<file path="src/shared/vcsr_defines.svh">
// vc status/capability register slice: offsets, fields, reset values
// assumes extended config space byte offsets, no other bus
`ifndef VCSR_DEFINES_SVH
`define VCSR_DEFINES_SVH

// ----------------------------------------------------------------
// offsets
// ----------------------------------------------------------------
`define VCSR_OFF_VC0_STATUS 12'h16A
`define VCSR_OFF_VC1_CAP    12'h16C

// ----------------------------------------------------------------
// status fields
// ----------------------------------------------------------------
`define VCSR_ST_DIRTY_BIT   0
`define VCSR_ST_PEND_BIT    1
`define VCSR_ST_RESET       16'h0000

// ----------------------------------------------------------------
// capability fields
// ----------------------------------------------------------------
`define VCSR_CAP_TBL_LOC    8'h07
`define VCSR_CAP_SLOTS      7'h7F
`define VCSR_CAP_SCHEMES    8'h11
`define VCSR_CAP_RESET      32'h077F0011

`endif

</file>
<file path="src/shared/vcsr_pkg.sv">
// vc status/capability types
// assumes vcsr_defines.svh is on the include path
package vcsr_pkg;
  typedef enum logic [1:0] {
    VCSR_CLEAN,
    VCSR_DIRTY,
    VCSR_LOADING
  } vcsr_tbl_state_t;
endpackage

</file>
<file path="src/logic/vcsr_regs.sv">
// vc0 resource status and vc1 resource capability registers
// assumes config reads/writes and table events arrive on mclk;
// negotiation and refresh-done levels come from other logic via sync
`include "vcsr_defines.svh"

module vcsr_regs
  import vcsr_pkg::*;
#(
  parameter int ADDR_W = 12
) (
  input  wire logic              mclk,
  input  wire logic              srst,
  input  wire logic              ce,
  input  wire logic              cfg_rd,
  input  wire logic              cfg_wr,
  input  wire logic [ADDR_W-1:0] cfg_addr,
  input  wire logic [31:0]       cfg_wdata,
  input  wire logic              negotiation_in_progress,
  input  wire logic              arb_table_write,
  input  wire logic              table_load_req,
  input  wire logic              refresh_done,
  output logic      [31:0]       cfg_rdata,
  output logic                   cfg_rvalid,
  output logic                   refresh_start
);

  initial begin
    if (ADDR_W < 9) $error("vcsr_regs: ADDR_W too narrow for 16Ch");
  end

  // ----------------------------------------------------------------
  // synchronised external levels
  // ----------------------------------------------------------------
  logic [1:0] ext_s;

  vcsr_sync #(
    .WIDTH (2)
  ) u_sync (
    .mclk (mclk),
    .srst (srst),
    .ce   (ce),
    .din  ({refresh_done, negotiation_in_progress}),
    .dout (ext_s)
  );

  // ----------------------------------------------------------------
  // table dirty tracking
  // ----------------------------------------------------------------
  vcsr_tbl_state_t tbl_r;
  vcsr_tbl_state_t tbl_nxt;
  logic            pend_r;
  logic            pend_nxt;
  logic            start_nxt;

  always_comb begin
    tbl_nxt   = tbl_r;
    start_nxt = 1'b0;
    pend_nxt  = ext_s[0];
    case (tbl_r)
      VCSR_CLEAN: begin
        if (arb_table_write) tbl_nxt = VCSR_DIRTY;
      end
      VCSR_DIRTY: begin
        if (table_load_req) begin
          tbl_nxt   = VCSR_LOADING;
          start_nxt = 1'b1;
        end
      end
      VCSR_LOADING: begin
        // an edit during the refresh keeps the table dirty
        if (arb_table_write) tbl_nxt = VCSR_DIRTY;
        else if (ext_s[1]) tbl_nxt = VCSR_CLEAN;
      end
      default: tbl_nxt = VCSR_CLEAN;
    endcase
  end

  always_ff @(posedge mclk) begin
    if (srst) begin
      tbl_r         <= VCSR_CLEAN;
      pend_r        <= 1'b0;
      refresh_start <= 1'b0;
    end else if (ce) begin
      tbl_r         <= tbl_nxt;
      pend_r        <= pend_nxt;
      refresh_start <= start_nxt;
    end
  end

  // ----------------------------------------------------------------
  // read mux
  // ----------------------------------------------------------------
  logic [15:0] status_val;
  logic [31:0] cap_val;
  logic [31:0] rdata_nxt;
  logic        rvalid_nxt;

  always_comb begin
    status_val = `VCSR_ST_RESET;
    status_val[`VCSR_ST_PEND_BIT]  = pend_r;
    status_val[`VCSR_ST_DIRTY_BIT] = (tbl_r != VCSR_CLEAN);
    // bit 23 and 15:8 zero; 7:0 one bit per scheme
    cap_val = {`VCSR_CAP_TBL_LOC, 1'b0, `VCSR_CAP_SLOTS,
               1'b0, 1'b0, 6'h00, `VCSR_CAP_SCHEMES};
    rvalid_nxt = cfg_rd;
    rdata_nxt  = 32'h00000000;
    if (cfg_rd) begin
      // 16Ah is a half-word in the upper lane of dword 168h
      if (cfg_addr == ADDR_W'(`VCSR_OFF_VC0_STATUS)) begin
        rdata_nxt = {16'h0000, status_val};
      end else if (cfg_addr == ADDR_W'(`VCSR_OFF_VC1_CAP)) begin
        rdata_nxt = cap_val;
      end
    end
  end

  // writes are decoded nowhere: nothing here is writable
  logic unused_wr;
  assign unused_wr = cfg_wr ^ (^cfg_wdata);

  always_ff @(posedge mclk) begin
    if (srst) begin
      cfg_rdata  <= 32'h00000000;
      cfg_rvalid <= 1'b0;
    end else if (ce) begin
      cfg_rdata  <= rdata_nxt;
      cfg_rvalid <= rvalid_nxt;
    end
  end

endmodule

</file>
<file path="src/logic/vcsr_sync.sv">
// two-stage synchroniser for levels arriving from outside mclk
// assumes the caller samples only dout
module vcsr_sync #(
  parameter int WIDTH = 1
) (
  input  wire logic             mclk,
  input  wire logic             srst,
  input  wire logic             ce,
  input  wire logic [WIDTH-1:0] din,
  output logic      [WIDTH-1:0] dout
);
  logic [WIDTH-1:0] meta_r;
  logic [WIDTH-1:0] meta_nxt;
  logic [WIDTH-1:0] dout_nxt;

  initial begin
    if (WIDTH < 1) $error("vcsr_sync: WIDTH must be at least 1");
  end

  always_comb begin
    meta_nxt = ce ? din : meta_r;
    dout_nxt = ce ? meta_r : dout;
  end

  always_ff @(posedge mclk) begin
    if (srst) begin
      meta_r <= '0;
      dout   <= '0;
    end else begin
      meta_r <= meta_nxt;
      dout   <= dout_nxt;
    end
  end
endmodule

</file>
<file path="config.mk">
export PLATFORM = sky130hd
export DESIGN_NAME = vcsr_regs
export DESIGN_NICKNAME = d
export VERILOG_FILES = /design/src/shared/vcsr_pkg.sv /design/src/logic/vcsr_regs.sv /design/src/logic/vcsr_sync.sv
export VERILOG_INCLUDE_DIRS = /design/src /design/src/shared
export SDC_FILE = /design/constraint.sdc
export NUM_CORES = 1
export LEC_CHECK = 0
export ABC_AREA = 0
export ABC_CLOCK_PERIOD_IN_PS = 1300
export BUFFER_PORTS_ARGS = -buffer_cell sky130_fd_sc_hd__buf_2
export CAP_MARGIN = 20
export CORE_MARGIN = 2
export CORE_UTILIZATION = 29
export DETAILED_ROUTE_END_ITERATION = 8
export PLACE_DENSITY_LB_ADDON = 0.2
export SLEW_MARGIN = 15
export SYNTH_ARGS = -nofsm -noshare
export SYNTH_HDL_FRONTEND = slang
export SYNTH_SLANG_ARGS = --single-unit
</file>
<file path="constraint.sdc">
create_clock -name mclk -period 1.3 [get_ports mclk]
set_input_delay 0.26 -clock mclk [delete_from_list [all_inputs] [get_ports mclk]]
set_output_delay 0.26 -clock mclk [all_outputs]
set_load 0.02 [all_outputs]
</file>
# [Yosys cells after proc, flatten, opt, wreduce, memory -nomap -nowiden]
# Cells that the tools add are included.
[totals] register_bits=41 out_inout_bits=34 wordCells=27
[classes] n_eq_ne=7 mux=10 n_reduce_logical=3
[ops] operator="$mux W27" count=3
[ops] operator="$eq A12 B9 Y1 const B" count=2
[ops] operator="$mux W2" count=4
[ops] operator="$pmux W2 S3" count=1
[ops] operator="$ne A2 B2 Y1 const B" count=2
[ops] operator="$reduce_and A4 Y1" count=1
[ops] operator="$ne A3 B2 Y1 const B" count=1
[ops] operator="$eq A2 B1 Y1 const B" count=1
[ops] operator="$eq A2 B2 Y1 const B" count=1
[ops] operator="$logic_not A2 Y1" count=1
[ops] operator="$mux W1" count=2
[ops] operator="$reduce_bool A2 Y1" count=1

# [Logic depth before layout (Yosys ltp)]
# Gate-level depths: netlist of run 1.
[logic_depth] word_depth=4 mapped_depth=4 depth_no_buf=3

# [By module]
# Synthesis of run 1 repeated with hierarchy kept, for this count alone.
[unflattened] hier_cells=79 area_unflattened_um2=749.5
[by_module_without_submodules] mod="vcsr_regs" instances=1 cells_per_inst=66 area_each_um2=609.3 seq_area_each_um2=160.2
[by_module_without_submodules] mod="vcsr_sync" instances=1 cells_per_inst=13 area_each_um2=140.1 seq_area_each_um2=80.1

# [Least setup slack after synthesis of run 1]
# Ideal clock, no wire load.
[synth_timing] path_type="in2reg" startpoint="in cfg_addr[0]" endpoint="reg cfg_rdata[1]" arrival_time_ns=1.217 path_slack_ns=0.022 cell_stages=3 n_path_buf=0 path_cell_list="or4b_4 nor4_4 a32o_1"
[synth_via] elab_chain_len=3
[synth_lines] element="start: declaration" line_no="vcsr_regs.sv:16" source="input wire logic [ADDR_W-1:0] cfg_addr,"
[synth_lines] element="$eq A12 B9 Y1" line_no="vcsr_regs.sv:109" source="if (cfg_addr == ADDR_W'(`VCSR_OFF_VC0_STATUS)) begin"
[synth_lines] element="$mux W27" line_no="vcsr_regs.sv:109"
[synth_lines] element="$mux W27" line_no="vcsr_regs.sv:107" source="if (cfg_rd) begin"
[synth_lines] element="end signal: assignment" line_no="vcsr_regs.sv:126" source="cfg_rdata <= rdata_nxt;"
[synth_lines] element="end: declaration" line_no="vcsr_regs.sv:22" source="output logic [31:0] cfg_rdata,"
# Every way passes these cells.
# A chain may end at the register's enable or synchronous reset.

# [Worst setup path after layout of run 1]
# Ends and elaborated chain as after synthesis.

==> results of run 1 <==
[synthesized netlist by cell type]
library cell and instances:
nand2_4 1, nand3b_1 1, clkbuf_1 1, nand4b_1 1
nor2b_1 2, nand4b_2 1, buf_2 1, dfxtp_1 12
mux2i_1 5, or4b_4 1, nand2b_1 2, a32o_1 1
a21oi_1 4, buf_4 29, conb_1 1, a21o_1 1
nand2_1 2, or2_0 1, nor2_1 6, o21ai_0 1
nor4_4 1, or3_1 1, a22o_1 2, o31ai_1 1
[state kept, by name, summed over array words and instances, names as in the netlist]
name and flops:
cfg_rdata 3, tbl_r 2, u_sync.dout 2, u_sync.meta_r 2, cfg_rvalid 1, pend_r 1, refresh_start 1
[metal layers]
| metal | part of all wire | global-route usage | up-vias | wire, um |
|---|---|---|---|---|
| met1 | 0.40 | 0.0779 | 241 | 481 |
| met4 | 0.0050 | 0.0500 | 0 | 6 |
| met2 | 0.46 | 0.133 | 31 | 551 |
| li1 | - | - | 272 | - |
| met3 | 0.14 | 0.0273 | 2 | 168 |
| met5 | 0 | 0 | - | 0 |
[path summary, 6_finish.rpt]
kind                              startpoint          endpoint  slack [ps]  cells past startpoint
worst min register to register  cfg_rdata[1]      cfg_rdata[1]         470                      1
worst min-delay path            refresh_done  u_sync.meta_r[1]         230                      3
worst max-delay path             cfg_addr[0]      cfg_rdata[1]         140                      4
worst max register to register      tbl_r[1]      cfg_rdata[0]         250                      3
[worst max-delay path: stages]
cell,delay [ps]
buf_2,100
or4b_4,540
nor4_4,270
a32o_1,200
[cell usage in the layout (no fill, tap or decap), drive strengths merged]
master | netlist | routed
mux2i | 5 | 5
clkbuf | 1 | 3
nand3b | 1 | 1
o21ai | 1 | 1
or4b | 1 | 1
nand2 | 3 | 3
a21oi | 4 | 4
a21o | 1 | 1
o31ai | 1 | 1
nand2b | 2 | 2
nor2b | 2 | 2
a22o | 2 | 2
dfxtp | 12 | 12
buf | 30 | 36
conb | 1 | 19
nand4b | 2 | 2
nor2 | 6 | 6
nor4 | 1 | 1
a32o | 1 | 1
or3 | 1 | 1
or2 | 1 | 1
[per-stage QoR]
step           worst slack, ps  setup TNS [ps]
2_1_floorplan             22.1               0
3_3_place_gp              -143            -383
3_5_place_dp              -136            -358
4_1_cts                   39.4               0
5_1_grt                   97.9               0
6_report                   144               0
[final cells by class]
type	count	share of cell area
Multi-Input combinational cell	54	0.407
Sequential cell	12	0.294
Timing Repair Buffer	36	0.226
Tap cell	30	0.0457
Clock buffer	3	0.0274
[logic make-up after synthesis]
logic type / Yosys count / share of synthesized area
buffers and inverters: 31 / 0.309
and+or+nand+nor: 20 / 0.198
DFF: 12 / 0.328
AOI/OAI and AO/OA: 10 / 0.0922
muxes: 5 / 0.0683
other: 1 / 0.00511
[power by group through the flow]
| stage | Clock (mW) | Combinational [mW] | Sequential [mW] |
|---|---|---|---|
| after CTS | 0.230 | 0.138 | 0.386 |
| final | 0.218 | 0.138 | 0.385 |
| after global placement | 0 | 0.137 | 0.394 |
| after global routing | 0.244 | 0.152 | 0.387 |
| after detailed placement | 0 | 0.138 | 0.394 |
| after floorplan | 0 | 0.135 | 0.396 |
==> results.py, run 1 <==
metrics = {
    "global_routing": {
        "grt_pass1_wl_mm": 1.62,
        "grt-ovfl-total": 0,
        "grt_max_degree": 13,
        "antenna_found_initial": 0,
        "grt_use_total": 0.0769,
        "grt_pass1_vias": 423,
    },
    "setup_path": {
        "start_kind": "primary input",
        "worstSetupPathType": "primary input to flip-flop",
        "path_max_fanout": 3,
        "arrival_ps": 1360,
        "end_kind": "flip-flop",
        "crit_required_ps": 1510,
    },
    "clock_network": {
        "root_buffer": "clkbuf_4",
        "clkLatencyLatePin_ps": 260,
        "tritoncts": "done",
        "cts_hold_buffers": 0,
        "post_cts_buffers": 0,
        "clkTransAtPathRegs_ps": 70,
        "cts-htree-levels": 1,
        "cts.sinks": 12,
        "cts_resized": 0,
        "ctsLongestPathBuffers": 2,
        "numCtsBuffers": 3,
    },
    "min_path": {
        "hp-class": "primary input to flip-flop",
    },
    "route": {
        "drtIter0Drc": 0,
        "vias": 546,
        "drt-pass1-iter-count": 1,
        "wl_per_cell_um": 8.95,
        "drc": 0,
        "wirelength_mm": 1.21,
        "drtAntennaViolNets": 0,
        "vias_per_cell": 4.04,
    },
    "power_and_ir_drop": {
        "p_sw_frac": 0.280,
        "power_frac_seq": 0.520,
        "power_density_nw_per_um2": 903,
        "switchingPower_uw": 207,
        "leakage_nw": 0.450,
        "ir_worst_vdd_uv": 367,
        "clkPwrFrac": 0.294,
        "total_power_uw": 741,
        "p_comb_frac": 0.186,
        "p_int_uw": 533,
    },
    "place": {
        "port-buffer-count": 34,
        "dp_hpwl_um": 982,
        "placed_area_um2": 797,
        "dp.cells": 132,
        "gp_congestion": 0.680,
    },
    "yosys": {
        "yosysWarningCount": 0,
        "synth.ff_latch_count": 12,
        "synthTopCellsByArea": "dfxtp_1 33%, buf_4 30%, mux2i_1 6.8%, nor2_1 3.1%, nor4_4 2.9%",
        "netlist_instances": 79,
        "netlist.area_leader.share": 0.328,
        "ys_types": 24,
        "syn-cell-area_um2": 733,
        "syn_area_per_cell_um2": 9.28,
        "synth_area_leader_cell": "dfxtp_1",
        "seq_area_frac_synth": 0.328,
    },
    "floorplan": {
        "core_area_um2": 2430,
        "die_w_um": 54.3,
        "ioPinCount": 87,
        "die-area_um2": 2950,
        "rows": 18,
        "initial_core_util": 0.301,
        "fp.dieH_um": 54.3,
    },
    "final_layout": {
        "drive_gt1_frac": 0.419,
        "diodes": 0,
        "multi_input_area_um2": 334,
        "syn_to_final_growth_pct": 11.9,
        "fillers": 264,
        "nNetsFinal": 160,
        "instances_no_fill": 135,
        "finalInstanceArea_um2": 821,
        "regArea_um2": 241,
        "final_util": 0.337,
    },
    "timing": {
        "hold_violations": 0,
        "fin_crit_ps": 1160,
        "rsz0062_at_grt": "false",
        "timing.fmax_mhz": 865,
        "setup_viol": 0,
        "hold_ws_ps": 229,
        "finalMaxSlewViolations": 0,
        "clock-skew-final_ps": 0.183,
        "layout_worst_path_cycle_share": 0.889,
    },
    "outcome": {
        "status": "finished, final reports clean",
    },
    "run": {
        "maxCapViolCount": 0,
    },
}
Power figures use the tool's default switching activity.
==> inputs of run 2 (changes only) <==
==> constraint.sdc (replaced) <==
create_clock -name mclk -period 1.3 [get_ports mclk]
set_input_delay 0.13 -clock mclk [delete_from_list [all_inputs] [get_ports mclk]]
set_output_delay 0.13 -clock mclk [all_outputs]
set_load 0.02 [all_outputs]
==> results.py, run 2 (synthesis gave the netlist of run 1 again) <==
metrics = {
    "global_routing": {
        "antenna_found_initial": 0,
        "grt_max_degree": 13,
        "grt_pass1_wl_mm": 1.58,
        "grt_pass1_vias": 411,
        "grt-ovfl-total": 0,
        "grt_use_total": 0.0759,
    },
    "timing": {
        "hold_ws_ps": 97.9,
        "timing.fmax_mhz": 905,
        "setup_viol": 0,
        "layout_worst_path_cycle_share": 0.850,
        "rsz0062_at_grt": "false",
        "finalMaxSlewViolations": 0,
        "fin_crit_ps": 1110,
        "clock-skew-final_ps": 0.249,
        "hold_violations": 0,
    },
    "floorplan": {
        "fp.dieH_um": 54.3,
        "ioPinCount": 87,
        "core_area_um2": 2430,
        "die_w_um": 54.3,
        "initial_core_util": 0.301,
        "die-area_um2": 2950,
        "rows": 18,
    },
    "min_path": {
        "min_from": "refresh_done",
        "hp-class": "primary input to flip-flop",
        "holdPathStages": 3,
        "hold_end": "u_sync.meta_r[1]",
    },
    "setup_path": {
        "critPathMaxStageDelay_ps": 490,
        "start_kind": "flip-flop",
        "slowest_stage": "dfxtp_1",
        "cp_cell_sequence": "buf_2",
        "r2r_slack_ps": 250,
        "arrival_ps": 980,
        "path_max_fanout": 12,
        "crit_required_ps": 1170,
        "r2r_start": "tbl_r[1]",
        "rr_endpoint": "cfg_rdata[0]",
        "cp_top_family": "flip-flops",
        "cp_num_buf_inv": 1,
        "ff2ff_path_depth": 3,
        "worstSetupPathType": "flip-flop to output port",
        "end_kind": "output port",
    },
    "clock_network": {
        "numCtsBuffers": 3,
        "tritoncts": "done",
        "cts-htree-levels": 1,
        "cts_hold_buffers": 0,
        "clkLatencyLatePin_ps": 260,
        "root_buffer": "clkbuf_4",
        "cts.sinks": 12,
        "post_cts_buffers": 0,
        "ctsLongestPathBuffers": 2,
        "cts_resized": 0,
        "clkTransAtPathRegs_ps": 70,
    },
    "power_and_ir_drop": {
        "ir_worst_vdd_uv": 332,
        "power_density_nw_per_um2": 905,
        "leakage_nw": 0.449,
    },
    "route": {
        "vias_per_cell": 3.96,
        "drtAntennaViolNets": 0,
        "wirelength_mm": 1.20,
        "wl_per_cell_um": 8.90,
        "drt-pass1-iter-count": 1,
        "vias": 535,
        "drtIter0Drc": 0,
        "drc": 0,
    },
    "place": {
        "port-buffer-count": 34,
        "gp_congestion": 0.679,
        "placed_area_um2": 797,
        "dp_hpwl_um": 976,
        "dp.cells": 132,
    },
    "final_layout": {
        "instances_no_fill": 135,
        "fillers": 259,
        "layout_common_cells": "34 x buf_2, 19 x conb_1, 12 x dfxtp_1, 6 x nor2_1, 5 x mux2i_1",
        "multi_input_area_um2": 334,
        "regMostFlops": "cfg_rdata",
        "largest_reg_flops": 3,
        "nNetsFinal": 160,
        "diodes": 0,
        "drive_gt1_frac": 0.410,
        "syn_to_final_growth_pct": 11.8,
        "finalInstanceArea_um2": 820,
        "final_common_cell": "buf_2",
        "regArea_um2": 240,
    },
    "run": {
        "maxCapViolCount": 0,
    },
    "outcome": {
        "status": "finished, final reports clean",
    },
}
[run 2: stage by stage]
stage	TNS, ps	setup slack (ps)	total power [mW]	util
floorplan	0	152	0.531	-
global placement	-13.8	-13.8	0.531	0.328
detailed placement	-16.6	-16.6	0.533	0.328
CTS	0	164	0.756	0.337
global route	0	95.0	0.787	0.337
finish	0	195	0.741	0.337
[run 2: worst max-delay path by stage]
| stage | from | to | cells after the start |
|---|---|---|---|
| 2_1_floorplan | cfg_addr[0] | cfg_rdata[1] | 3 |
| 3_3_place_gp | cfg_addr[0] | cfg_rdata[1] | 4 |
| 3_5_place_dp | cfg_addr[0] | cfg_rdata[1] | 4 |
| 4_1_cts | cfg_rdata[25] | cfg_rdata[18] | 1 |
| 5_1_grt | cfg_rdata[25] | cfg_rdata[19] | 1 |
| 6_report | cfg_rdata[25] | cfg_rdata[20] | 1 |
[run 2: layout make-up]
class	instances	share of cell area
multi-input cells	54	0.408
flip-flops and latches	12	0.293
repair buffers	36	0.226
well taps	30	0.0458
clock buffers	3	0.0275
[run 2: routing by layer]
metal	track usage	wire (um)	vias up
li1	-	-	270
met1	0.0732	479	232
met2	0.135	569	31
met3	0.0273	146	2
met4	0.0500	6	0
met5	0	0	-
[run 2: report_power, final]
group          internal [mW]  switching (mW)
Combinational         0.0477          0.0896
Sequential             0.379         0.00690
Clock                  0.107           0.111
Total                  0.533           0.208
[run 2: tightest hold or removal path: stages]
cell     delay (ps)
buf_2            70
mux2i_1          60
nor2_1           70
==> inputs of run 3 (changes only) <==
--- a/config.mk
+++ b/config.mk
@@ -7,11 +7,12 @@
 export NUM_CORES = 1
 export LEC_CHECK = 0
 export ABC_AREA = 0
-export ABC_CLOCK_PERIOD_IN_PS = 1300
+export ABC_CLOCK_PERIOD_IN_PS = 1000
 export BUFFER_PORTS_ARGS = -buffer_cell sky130_fd_sc_hd__buf_2
 export CAP_MARGIN = 20
 export CORE_MARGIN = 2
 export CORE_UTILIZATION = 29
+export CTS_BUF_LIST = sky130_fd_sc_hd__clkbuf_8 sky130_fd_sc_hd__clkbuf_16
 export DETAILED_ROUTE_END_ITERATION = 8
 export PLACE_DENSITY_LB_ADDON = 0.2
 export SLEW_MARGIN = 15
==> constraint.sdc (replaced) <==
create_clock -name mclk -period 1 [get_ports mclk]
set_input_delay 0.1 -clock mclk [delete_from_list [all_inputs] [get_ports mclk]]
set_output_delay 0.1 -clock mclk [all_outputs]
set_load 0.02 [all_outputs]
==> results.py, run 3 (synthesis gave the netlist of run 1 again) <==
metrics = {
    "outcome": {
        "status": "finished, violations left",
        "violations": "negative setup slack",
    },
    "setup_path": {
        "slowest_stage": "or4b_4",
        "cp_num_buf_inv": 1,
        "start_kind": "primary input",
        "cp_top_family": "simple AND/OR/NAND/NOR gates",
        "arrival_ps": 1210,
        "end_kind": "flip-flop",
        "worstSetupStartpoint": "cfg_addr[0]",
        "path_max_fanout": 3,
        "critPathMaxStageDelay_ps": 530,
        "r2r_start": "tbl_r[0]",
        "cp_cell_sequence": "buf_6 > or4b_4 > nor4_4 > a32o_1",
        "crit_required_ps": 1180,
        "worstSetupPathType": "primary input to flip-flop",
    },
    "min_path": {
        "min_from": "negotiation_in_progress",
        "hp-class": "primary input to flip-flop",
    },
    "final_layout": {
        "largest_reg_flops": 3,
        "diodes": 0,
        "drive_gt1_frac": 0.459,
        "nNetsFinal": 163,
        "finalInstanceArea_um2": 888,
        "instances_no_fill": 139,
        "final_util": 0.365,
        "final_common_cell": "buf_2",
        "regMostFlops": "cfg_rdata",
        "syn_to_final_growth_pct": 21.2,
        "layout_common_cells": "33 x buf_2, 19 x conb_1, 10 x dfxtp_1, 6 x nor2_1",
    },
    "floorplan": {
        "die_w_um": 54.3,
        "rows": 18,
        "ioPinCount": 87,
        "die-area_um2": 2950,
        "core_area_um2": 2430,
        "fp.dieH_um": 54.3,
        "initial_core_util": 0.301,
    },
    "clock_network": {
        "root_buffer": "clkbuf_8",
        "cts_hold_buffers": 0,
        "cts-htree-levels": 1,
        "clkTransAtPathRegs_ps": 50,
        "ctsLongestPathBuffers": 2,
        "clkLatencyLatePin_ps": 240,
        "numCtsBuffers": 3,
        "tritoncts": "done",
        "cts.sinks": 12,
    },
    "route": {
        "vias": 544,
        "wirelength_mm": 1.29,
        "drtAntennaViolNets": 0,
        "drtIter0Drc": 1,
        "vias_per_cell": 3.91,
        "drt-pass1-iter-count": 3,
        "wl_per_cell_um": 9.27,
        "drc": 0,
    },
    "place": {
        "gp_congestion": 0.688,
        "placed_area_um2": 820,
        "dp_hpwl_mm": 1.07,
        "port-buffer-count": 34,
        "dp.cells": 135,
        "place_ws_ps": -294,
    },
    "timing": {
        "layout_worst_path_cycle_share": 1.03,
        "setup_viol": 3,
        "setup_ws_ps": -25.8,
        "hold_ws_ps": 99.1,
        "timing.fmax_mhz": 975,
        "rsz0062_at_grt": "true",
        "finalMaxSlewViolations": 0,
        "fin_crit_ps": 1030,
        "hold_violations": 0,
        "clock-skew-final_ps": 0.505,
    },
    "global_routing": {
        "grt_pass1_vias": 459,
        "grt-ovfl-total": 0,
        "grt_use_total": 0.0861,
        "antenna_found_initial": 0,
        "grt_max_degree": 13,
        "grt_pass1_wl_mm": 1.72,
    },
    "power_and_ir_drop": {
        "power_density_nw_per_um2": 1380,
        "ir_worst_vdd_uv": 559,
        "leakage_nw": 0.483,
    },
    "run": {
        "maxCapViolCount": 0,
    },
}
[run 3: changes by cell type in the layout (fill, tap and decap cells not counted), sizes merged]
| cell | delta |
|---|---|
| clkbuf | +1 |
| buf | +3 |
[run 3: final cells by class]
cell class	instances	area, um^2
Tap cell	30	37.5
Sequential cell	12	243
Multi-Input combinational cell	54	339
Fill cell	266	1540
Clock buffer	4	55.1
Timing Repair Buffer	39	214
[run 3: final timing paths]
kind         depth (start not counted)                to  slack [ps]
min                                  3  u_sync.meta_r[0]         100
max reg2reg                          3      cfg_rdata[0]          10
min reg2reg                          2     refresh_start         470
max                                  4      cfg_rdata[1]         -30
[run 3: stage by stage]
stage	total power, mW	setup TNS (ps)
after floorplan	0.690	-311
after global placement	0.697	-751
after detailed placement	0.701	-833
after CTS	1.23	-53.6
after global routing	1.28	-175
final	1.22	-32.6
[run 3: power breakdown]
part           internal [mW]  switching (mW)
Clock                  0.348           0.178
Sequential             0.494         0.00689
Combinational         0.0723           0.122
[run 3: layer usage]
layer / vias up / routed length, um / global-route usage
li1: 276 / - / -
met1: 232 / 507 / 0.0815
met2: 31 / 598 / 0.149
met3: 5 / 150 / 0.0273
met4: 0 / 33 / 0.0750
met5: - / 0 / 0
[run 3: what timing repair did]
action	CTS	global route
setup endpoints to repair	14	4
resized for setup	3	1
pin swaps	3	1
buffers inserted	0	0
[run 3: worst min-delay path, cell delays in order]
cell and delay [ps]:
buf_2 80, mux2i_1 60, nor2_1 70
